$ cat src/inc/upr_cfg.svh
// Offsets, field positions, reset values and masks of the pin routing block.
`ifndef UPR_CFG_SVH
`define UPR_CFG_SVH

// ==========================================
// Register addresses
`define UPR_ADDR_PFUNC1 16'hFF20
`define UPR_ADDR_PDIR1 16'hFF21
`define UPR_ADDR_PDIR11 16'hFF2B
`define UPR_ADDR_ISWC 16'hFF4F
`define UPR_ADDR_SMODE 16'hFF50

// ==========================================
// Reset values and masks
`define UPR_RST_PFUNC1 8'h00
`define UPR_RST_PDIR1 8'hFF
`define UPR_RST_PDIR11 8'hFF
`define UPR_RST_ISWC 8'h00
`define UPR_RST_SMODE 8'h01
`define UPR_WM_PFUNC1 8'h48
`define UPR_WM_PDIR1 8'hFF
`define UPR_WM_PDIR11 8'h0F
`define UPR_ONES_PDIR11 8'hF0
`define UPR_WM_ISWC 8'h3F
`define UPR_WM_SMODE 8'hFF

// ==========================================
// Field positions
`define UPR_ISWC_PAIR_HI 5
`define UPR_ISWC_PAIR_LO 4
`define UPR_ISWC_RX_GATE 3
`define UPR_ISWC_T52_GATE 2
`define UPR_ISWC_T00_SRC 1
`define UPR_ISWC_INT0_SRC 0
`define UPR_PF_PIN6 6
`define UPR_PF_PIN3 3
`define UPR_SM_POWER 7
`define UPR_SM_TXE 6
`define UPR_SM_RXE 5

`endif

$ cat src/inc/upr_pkg.sv
// Types shared by the pin routing block.
package upr_pkg;

	typedef struct packed {
		logic wr;
		logic rd;
		logic [15:0] addr;
		logic [7:0] wdata;
		logic [7:0] wmask;
	} upr_cpu_req_t;

	typedef struct packed {
		logic out;
		logic oe_n;
	} upr_pin_drv_t;

	typedef enum logic {
		UPR_ROUTE_P11 = 1'b0,
		UPR_ROUTE_P1 = 1'b1
	} upr_route_t;

endpackage : upr_pkg

$ cat src/hdl/upr_reg8.sv
// One 8-bit control register with masked bit or byte writes.
`timescale 1ns/10ps
module upr_reg8 import upr_pkg::*; #(
	parameter logic [7:0] RST = 8'h00,
	parameter logic [7:0] WMASK = 8'hFF,
	parameter logic [7:0] ONES = 8'h00
) (
	// Clock and reset
	input wire logic clk,
	input wire logic sys_rst,
	// Write port
	input wire logic we,
	input wire logic [7:0] wdata,
	input wire logic [7:0] wmask,
	// Stored value
	output logic [7:0] q
);
	logic [7:0] q_reg;
	logic [7:0] keep;

	assign keep = wmask & WMASK;

	always_ff @(posedge clk) begin
		if (sys_rst) begin
			q_reg <= RST;
		end else if (we) begin
			q_reg <= (q_reg & ~keep) | (wdata & keep);
		end
	end

	// Fixed bits read as their constant whatever was written.
	assign q = (q_reg & WMASK) | ONES;
endmodule : upr_reg8

$ cat src/hdl/upr_pin_cell.sv
// Registered driver for one two-way port pin.
`timescale 1ns/10ps
module upr_pin_cell import upr_pkg::*; (
	// Clock and reset
	input wire logic clk,
	input wire logic sys_rst,
	// Chosen level and direction bit
	input wire logic level,
	input wire logic dir_in,
	// Pin drive
	output upr_pin_drv_t drv
);
	upr_pin_drv_t drv_reg;

	// A direction bit of 1 turns the output buffer off.
	always_ff @(posedge clk) begin
		if (sys_rst) begin
			drv_reg <= '{out: 1'b1, oe_n: 1'b1};
		end else begin
			drv_reg <= '{out: level, oe_n: dir_in};
		end
	end

	assign drv = drv_reg;
endmodule : upr_pin_cell

$ cat src/hdl/upr_top.sv
// Pin routing and stop control around the asynchronous serial unit.
`timescale 1ns/10ps
`include "upr_cfg.svh"

module upr_top import upr_pkg::*; (
	// Clock and reset
	input wire logic clk,
	input wire logic sys_rst,
	// Register access
	input upr_cpu_req_t cpu_req,
	output logic [7:0] cpu_rdata,
	// Port latches and other pin users
	input wire logic [7:0] port1_latch,
	input wire logic [3:0] port11_latch,
	input wire logic clocked_serial_a_act,
	input wire logic clocked_serial_a_out,
	input wire logic clocked_serial10_act,
	input wire logic clocked_serial10_out,
	input wire logic serial0_tx,
	// Serial unit core side
	input wire logic serial_tx,
	output logic serial_rx,
	output logic [4:0] serial_format,
	output logic unit_clk_run,
	output logic unit_async_rst,
	output logic tx_sync_rst,
	output logic rx_sync_rst,
	// Timer and interrupt inputs
	input wire logic timer00_pin,
	input wire logic extint0_pin,
	input wire logic timer52_pin,
	input wire logic timer_h2_output,
	output logic timer00_capture_in,
	output logic external_interrupt_0,
	output logic timer52_count_in,
	// Pins
	input wire logic p16_in,
	input wire logic p15_in,
	input wire logic p13_in,
	input wire logic p112_in,
	input wire logic p113_in,
	output upr_pin_drv_t p16_drv,
	output upr_pin_drv_t p13_drv,
	output upr_pin_drv_t p112_drv
);

	// ==========================================
	// Register decode
	function automatic logic hit(input upr_cpu_req_t r, input logic [15:0] a);
		hit = r.addr == a;
	endfunction : hit

	logic [7:0] pfunc1;
	logic [7:0] pdir1;
	logic [7:0] pdir11;
	logic [7:0] iswc;
	logic [7:0] smode;
	logic [7:0] rdata_reg;
	logic [7:0] rdata_next;

	upr_reg8 #(.RST(`UPR_RST_PFUNC1), .WMASK(`UPR_WM_PFUNC1), .ONES(8'h00)) u_pfunc1 (
		.clk(clk), .sys_rst(sys_rst), .we(cpu_req.wr && hit(cpu_req, `UPR_ADDR_PFUNC1)),
		.wdata(cpu_req.wdata), .wmask(cpu_req.wmask), .q(pfunc1));

	upr_reg8 #(.RST(`UPR_RST_PDIR1), .WMASK(`UPR_WM_PDIR1), .ONES(8'h00)) u_pdir1 (
		.clk(clk), .sys_rst(sys_rst), .we(cpu_req.wr && hit(cpu_req, `UPR_ADDR_PDIR1)),
		.wdata(cpu_req.wdata), .wmask(cpu_req.wmask), .q(pdir1));

	upr_reg8 #(.RST(`UPR_RST_PDIR11), .WMASK(`UPR_WM_PDIR11), .ONES(`UPR_ONES_PDIR11))
	u_pdir11 (
		.clk(clk), .sys_rst(sys_rst), .we(cpu_req.wr && hit(cpu_req, `UPR_ADDR_PDIR11)),
		.wdata(cpu_req.wdata), .wmask(cpu_req.wmask), .q(pdir11));

	upr_reg8 #(.RST(`UPR_RST_ISWC), .WMASK(`UPR_WM_ISWC), .ONES(8'h00)) u_iswc (
		.clk(clk), .sys_rst(sys_rst), .we(cpu_req.wr && hit(cpu_req, `UPR_ADDR_ISWC)),
		.wdata(cpu_req.wdata), .wmask(cpu_req.wmask), .q(iswc));

	upr_reg8 #(.RST(`UPR_RST_SMODE), .WMASK(`UPR_WM_SMODE), .ONES(8'h00)) u_smode (
		.clk(clk), .sys_rst(sys_rst), .we(cpu_req.wr && hit(cpu_req, `UPR_ADDR_SMODE)),
		.wdata(cpu_req.wdata), .wmask(cpu_req.wmask), .q(smode));

	// Unmapped addresses read as zero.
	always_comb begin
		rdata_next = 8'h00;
		if (hit(cpu_req, `UPR_ADDR_PFUNC1)) begin
			rdata_next = pfunc1;
		end else if (hit(cpu_req, `UPR_ADDR_PDIR1)) begin
			rdata_next = pdir1;
		end else if (hit(cpu_req, `UPR_ADDR_PDIR11)) begin
			rdata_next = pdir11;
		end else if (hit(cpu_req, `UPR_ADDR_ISWC)) begin
			rdata_next = iswc;
		end else if (hit(cpu_req, `UPR_ADDR_SMODE)) begin
			rdata_next = smode;
		end
	end

	always_ff @(posedge clk) begin
		if (sys_rst) begin
			rdata_reg <= 8'h00;
		end else if (cpu_req.rd) begin
			rdata_reg <= rdata_next;
		end
	end

	assign cpu_rdata = rdata_reg;

	// ==========================================
	// Routing decisions
	upr_route_t route;
	logic power;
	logic txe;
	logic rxe;
	logic tx_eff;
	logic rx113_gated;
	logic rx_sel;
	logic p16_level;
	logic p13_level;
	logic p112_level;

	assign power = smode[`UPR_SM_POWER];
	assign txe = smode[`UPR_SM_TXE];
	assign rxe = smode[`UPR_SM_RXE];

	// Only 01 selects port 1; every prohibited code keeps port 11.
	assign route = (iswc[`UPR_ISWC_PAIR_HI:`UPR_ISWC_PAIR_LO] == 2'b01) ?
		UPR_ROUTE_P1 : UPR_ROUTE_P11;

	// A stopped unit idles its line high so a cut frame ends cleanly.
	assign tx_eff = power ? serial_tx : 1'b1;

	// The ungated input floats after reset, so it reads as idle high.
	assign rx113_gated = iswc[`UPR_ISWC_RX_GATE] ? p113_in : 1'b1;
	assign rx_sel = (route == UPR_ROUTE_P1) ? p15_in : rx113_gated;

	// The transmit function only takes the pin while transmit is enabled.
	assign p16_level = (pfunc1[`UPR_PF_PIN6] && route == UPR_ROUTE_P1 && txe) ? tx_eff :
		(clocked_serial_a_act ? clocked_serial_a_out : port1_latch[6]);
	assign p13_level = pfunc1[`UPR_PF_PIN3] ? serial0_tx :
		(clocked_serial10_act ? clocked_serial10_out : port1_latch[3]);
	assign p112_level = (route == UPR_ROUTE_P11 && txe) ? tx_eff :
		port11_latch[2];

	// ==========================================
	// Pin drivers
	upr_pin_cell u_p16 (.clk(clk), .sys_rst(sys_rst), .level(p16_level),
		.dir_in(pdir1[6]), .drv(p16_drv));
	upr_pin_cell u_p13 (.clk(clk), .sys_rst(sys_rst), .level(p13_level),
		.dir_in(pdir1[3]), .drv(p13_drv));
	upr_pin_cell u_p112 (.clk(clk), .sys_rst(sys_rst), .level(p112_level),
		.dir_in(pdir11[2]), .drv(p112_drv));

	// ==========================================
	// Serial unit and timer inputs
	logic serial_rx_reg;
	logic t00_reg;
	logic int0_reg;
	logic t52_reg;

	always_ff @(posedge clk) begin
		if (sys_rst) begin
			serial_rx_reg <= 1'b1;
		end else begin
			serial_rx_reg <= (power && rxe) ? rx_sel : 1'b1;
		end
	end

	always_ff @(posedge clk) begin
		if (sys_rst) begin
			t00_reg <= 1'b0;
			int0_reg <= 1'b0;
			t52_reg <= 1'b0;
		end else begin
			t00_reg <= iswc[`UPR_ISWC_T00_SRC] ? rx_sel : timer00_pin;
			int0_reg <= iswc[`UPR_ISWC_INT0_SRC] ? rx_sel : extint0_pin;
			t52_reg <= iswc[`UPR_ISWC_T52_GATE] ?
				(timer52_pin & timer_h2_output) : timer52_pin;
		end
	end

	assign serial_rx = serial_rx_reg;
	assign timer00_capture_in = t00_reg;
	assign external_interrupt_0 = int0_reg;
	assign timer52_count_in = t52_reg;

	// ==========================================
	// Clock gating and circuit resets
	logic clk_run_reg;
	logic async_rst_reg;
	logic tx_rst_reg;
	logic rx_rst_reg;
	logic [4:0] format_reg;

	// The core treats unit_async_rst as asynchronous; it is glitch free here.
	always_ff @(posedge clk) begin
		if (sys_rst) begin
			clk_run_reg <= 1'b0;
			async_rst_reg <= 1'b1;
		end else begin
			clk_run_reg <= power;
			async_rst_reg <= ~power;
		end
	end

	always_ff @(posedge clk) begin
		if (sys_rst) begin
			tx_rst_reg <= 1'b1;
			rx_rst_reg <= 1'b1;
		end else begin
			tx_rst_reg <= ~txe;
			rx_rst_reg <= ~rxe;
		end
	end

	always_ff @(posedge clk) begin
		if (sys_rst) begin
			format_reg <= 5'(`UPR_RST_SMODE);
		end else begin
			format_reg <= smode[4:0];
		end
	end

	assign unit_clk_run = clk_run_reg;
	assign unit_async_rst = async_rst_reg;
	assign tx_sync_rst = tx_rst_reg;
	assign rx_sync_rst = rx_rst_reg;
	assign serial_format = format_reg;
endmodule : upr_top

$ cat config.mk
export PLATFORM = sky130hd
export DESIGN_NAME = upr_top
export DESIGN_NICKNAME = d
export VERILOG_FILES = /design/src/inc/upr_pkg.sv /design/src/hdl/upr_reg8.sv /design/src/hdl/upr_pin_cell.sv /design/src/hdl/upr_top.sv
export VERILOG_INCLUDE_DIRS = /design/src /design/src/inc
export SDC_FILE = /design/constraint.sdc
export NUM_CORES = 1
export LEC_CHECK = 0
export BUFFER_PORTS_ARGS = -buffer_cell sky130_fd_sc_hd__clkbuf_2
export CORE_ASPECT_RATIO = 1.25
export CORE_MARGIN = 5
export CORE_UTILIZATION = 51
export CTS_CLUSTER_SIZE = 30
export DETAILED_ROUTE_END_ITERATION = 7
export PLACE_DENSITY = 0.8
export SYNTH_ARGS = -nofsm -noshare
export SYNTH_HDL_FRONTEND = slang
export SYNTH_HIERARCHICAL = 1
export SYNTH_SLANG_ARGS = --single-unit
$ cat constraint.sdc
create_clock -name clk -period 2.6 [get_ports clk]
set_clock_uncertainty 0.1 [all_clocks]
set_input_delay 0.26 -clock clk [delete_from_list [all_inputs] [get_ports clk]]
set_output_delay 0.26 -clock clk [all_outputs]
set_load 0.05 [all_outputs]
* After elaboration in Yosys (flattened, before gate mapping)
Index checks and enable logic that the tools add are counted.
** Operators by class
- Mux-type cells :: 17
- Bitwise gates (word level) :: 24
- Reductions and logical operators :: 10
- Equality and inequality tests :: 6
** Operator list (number)
- $eq 16x16->1 const B :: 5
- $and 8x8->8 :: 6
- $mux 8 :: 5
- $or 8x8->8 :: 5
- $mux 1 :: 12
- $logic_and 1x1->1 :: 9
- $and 8x4->8 :: 1
- $and 8x6->8 :: 1
- $and 8x7->8 :: 1
- $not 4->8 :: 1
- $not 6->8 :: 1
- $not 7->8 :: 1
- $not 8->8 :: 1
- $not 1->1 :: 5
- $eq 2x1->1 const B :: 1
- $reduce_or 2->1 :: 1
- $and 1x1->1 :: 1
** Storage, ports and cells
- Input bits :: 63
- Word-level logic and storage cells :: 78
- Register bits after elaboration :: 67

* Depth between registers and ports, before layout
- Depth after elaboration :: 6
- Mapped depth :: 7
- Depth with buffers taken out :: 6

* Cells and area by module
Netlist, hierarchy kept.
** Modules (own cells, without submodules)
- upr_top :: cells an instance 168, area an instance 1487.7 µm², times used 1, seq. area each 420.4 µm²
- upr_reg8 (u_smode) :: cells an instance 33, area an instance 332.8 µm², times used 1, seq. area each 160.2 µm²
- upr_reg8 (u_pdir1) :: cells an instance 26, area an instance 322.8 µm², times used 1, seq. area each 160.2 µm²
- upr_reg8 (u_iswc) :: cells an instance 28, area an instance 270.3 µm², times used 1, seq. area each 120.1 µm²
- upr_reg8 (u_pdir11) :: cells an instance 17, area an instance 183.9 µm², times used 1, seq. area each 80.1 µm²
- upr_pin_cell :: cells an instance 4, area an instance 52.6 µm², times used 3, seq. area each 40.0 µm²
- upr_reg8 (u_pfunc1) :: cells an instance 15, area an instance 128.9 µm², times used 1, seq. area each 40.0 µm²

* Worst setup path after synthesis
Ideal clock, no wire load.
- Path kind :: input to register
- From :: in cpu_req[18] (netlist bit)
- To :: reg (tool-made name)
- Library setup time :: 0.122 ns
- Path slack :: 0.682 ns
- Required time :: 2.378 ns
- Path buffers :: 1
- Arrival time :: 1.696 ns
- Stages :: 6
- Cell sequence :: or4b_4 nor4_1 and2_1 buf_6 a21boi_2 a311o_1
** RTL lines
- start: declaration :: line upr_top.sv:10 : input upr_cpu_req_t cpu_req,

==> run metrics <==
status=complete, no violations; Longest Clk Path Bufs=2; Vias/cell=~5.7; post-CTS resize count=0; largest net degree at the start of global routing=30; critical path endpoint category=flip-flop; Synth cell types=50; final core utilization=about three fifths; initial DRC count=around 150; Power Density=471 mW/mm²; Residual DRC=0; Root Buffer=clkbuf_8; Fin Setup TNS=0 ns; Worst-Margin Slew=0.574 ns; cts bufs inserted=5; first-pass GRT wire length=11.1 mm; Worst-path clk slew=0.11 ns; Top FF cell, synth=dfxtp_1; Setup Crit Path Kind=primary input to flip-flop; Fin. Hold Viols=0; Worst-Skew Late Latency=0.31 ns; CTS HTree Levels=2; Startpoint Class=primary input; clock sink count=55; Tot GR Track Use=roughly a fifth; CP peak stage delay=slightly below 0.6 ns; port bufs=77; row cnt=30; total power draw=between 1500 and 2000 µW; via count=about 2500; Post-synth ARST share=0%; cts hold-fix bufs=0; Critical-path top delay cell=or4b_4; most frequent cells in the layout=clkbuf_2 (77), dfxtp_1 (55), a21oi_1 (24), nor2_1 (19), inv_1 (18); critical path, cell by cell=clkbuf_2 > or4b_4 > nor4_1 > and2_1 > buf_4 > a21boi_2 > a311o_1; cells after synthesis=~300; slew margin rel.=about 62%; register area share after synthesis=roughly two fifths; dpl cells=430; number of global-route vias before repair=2346; Yosys reg bits=55; layout cells sized above 1=38.2%; CTS tree=built; most common cell after layout, fill and taps aside=clkbuf_2; die height=roughly 94 µm; f_max=approximately 0.49 GHz; diodes inserted=0; Setup violations, final=0; drt total wl=around 6.6 mm; initial antenna violation count=0; core area=0.00548 mm²; crit-path max FO=10; average size of a mapped cell=slightly below 10 µm²; area grow syn2layout=16.1%; antenna viol nets, final=0; RSZ-0062 raised after global routing=false; io pins=90; Critical Path RT=2.70 ns; post-route clock period utilization=a little under 80%; Critical Path AT=~2.1 ns; Hold Path Class=primary input to flip-flop; Post-synth EDFFs=0; fin crit period=a little over 2 ns; Hold WS=approximately 0.074 ns; global route overflow=0; Leak Pwr=between 0.001 and 0.0015 µW; Placer Congestion=0.825; final net count=roughly 440; Post-CTS Setup Inserts=0; initial core utilization=a little over half; drt first pass iters=4; DIE WIDTH=77.3 µm; Yosys warnings=6; WL per Instance=15.2 µm; die area=approximately 0.0073 mm²; Post-Syn Area=just under 0.003 mm²; Finished Layout Cells=438; max-slew violation count=0; max-cap viol count=0; detailed-placement wirelength estimate=roughly 5.0 mm; worst vdd ir=about 410 µV; worst reg2reg setup slack=1.13 ns
[logic make-up (layout without fill, tap and decap cells)]
family	Yosys count	in the layout	synth area share, %
AND/OR/NAND/NOR	85	85	19.1
buffers and inverters	43	109	9.07
flip-flops	55	55	38.2
AO/OA/AOI/OAI	109	109	31.8
multiplexers	4	4	1.43
other	3	12	0.390
[Yosys cell counts, types with 8 or more instances]
master    count  share of area, %
a211oi_1      8               2.1
a21bo_1       8               2.8
a21boi_0      9               2.3
a21oi_1      24               4.2
a21oi_2       8               2.4
a311o_1      13               4.5
a311o_2       8               3.1
and2b_2       8               2.4
buf_4        12               3.1
dfxtp_1      55                38
inv_1        18               2.3
nand3_1      16               2.8
nor2_1       19               2.5
o211ai_2      8               3.5
o32ai_1       8               2.4
[where the power goes]
group	total, µW	switching, µW	internal [µW]
Sequential	848	1.19	847
Combinational	145	90.2	54.8
Clock	584	293	291
[critical path: cells and delay by family]
family                 cells  cell delay [ns]
AO/OA/AOI/OAI              2             0.36
buffers and inverters      2             0.38
AND/OR/NAND/NOR            3             1.13
[through the flow]
step / setup slack [ns] / cell area (µm²)
4_1_cts: 0.575 / 3350
3_5_place_dp: 0.262 / 3230
6_report: 0.567 / 3350
5_1_grt: 0.416 / 3350
3_3_place_gp: 0.287 / 3230
2_1_floorplan: 0.682 / 2920
[path summary, 6_finish.rpt]
| check | startpoint | cells past startpoint | to |
|---|---|---|---|
| worst min-delay path | timer52_pin | 2 | timer52_count_in$_SDFF_PP0_ |
| worst max register to register | flip-flop | 5 | u_p16/drv[1]$_SDFF_PP1_ |
| worst max-delay path | cpu_req[20] | 7 | flip-flop |
| worst min register to register | flip-flop | 1 | rx_sync_rst$_SDFF_PP1_ |
[layout make-up]
class / instances / area (µm²)
Timing Repair Buffer: 83 / 430
Tap cell: 64 / 80.1
Sequential cell: 55 / 1100
Clock inverter: 3 / 46.3
Clock buffer: 5 / 68.8
Inverter: 18 / 67.6
Multi-Input combinational cell: 210 / 1560
Fill cell: 486 / 2130
[per-layer routing]
| layer | up-vias | wire length (µm) | track usage [%] |
|---|---|---|---|
| met4 | 0 | 153 | 6.16 |
| li1 | 1235 | - | - |
| met2 | 88 | 3320 | 33.2 |
| met5 | - | 0 | 0 |
| met1 | 1147 | 2740 | 22.5 |
| met3 | 16 | 426 | 4.32 |
(Power assumes the default switching activity.)
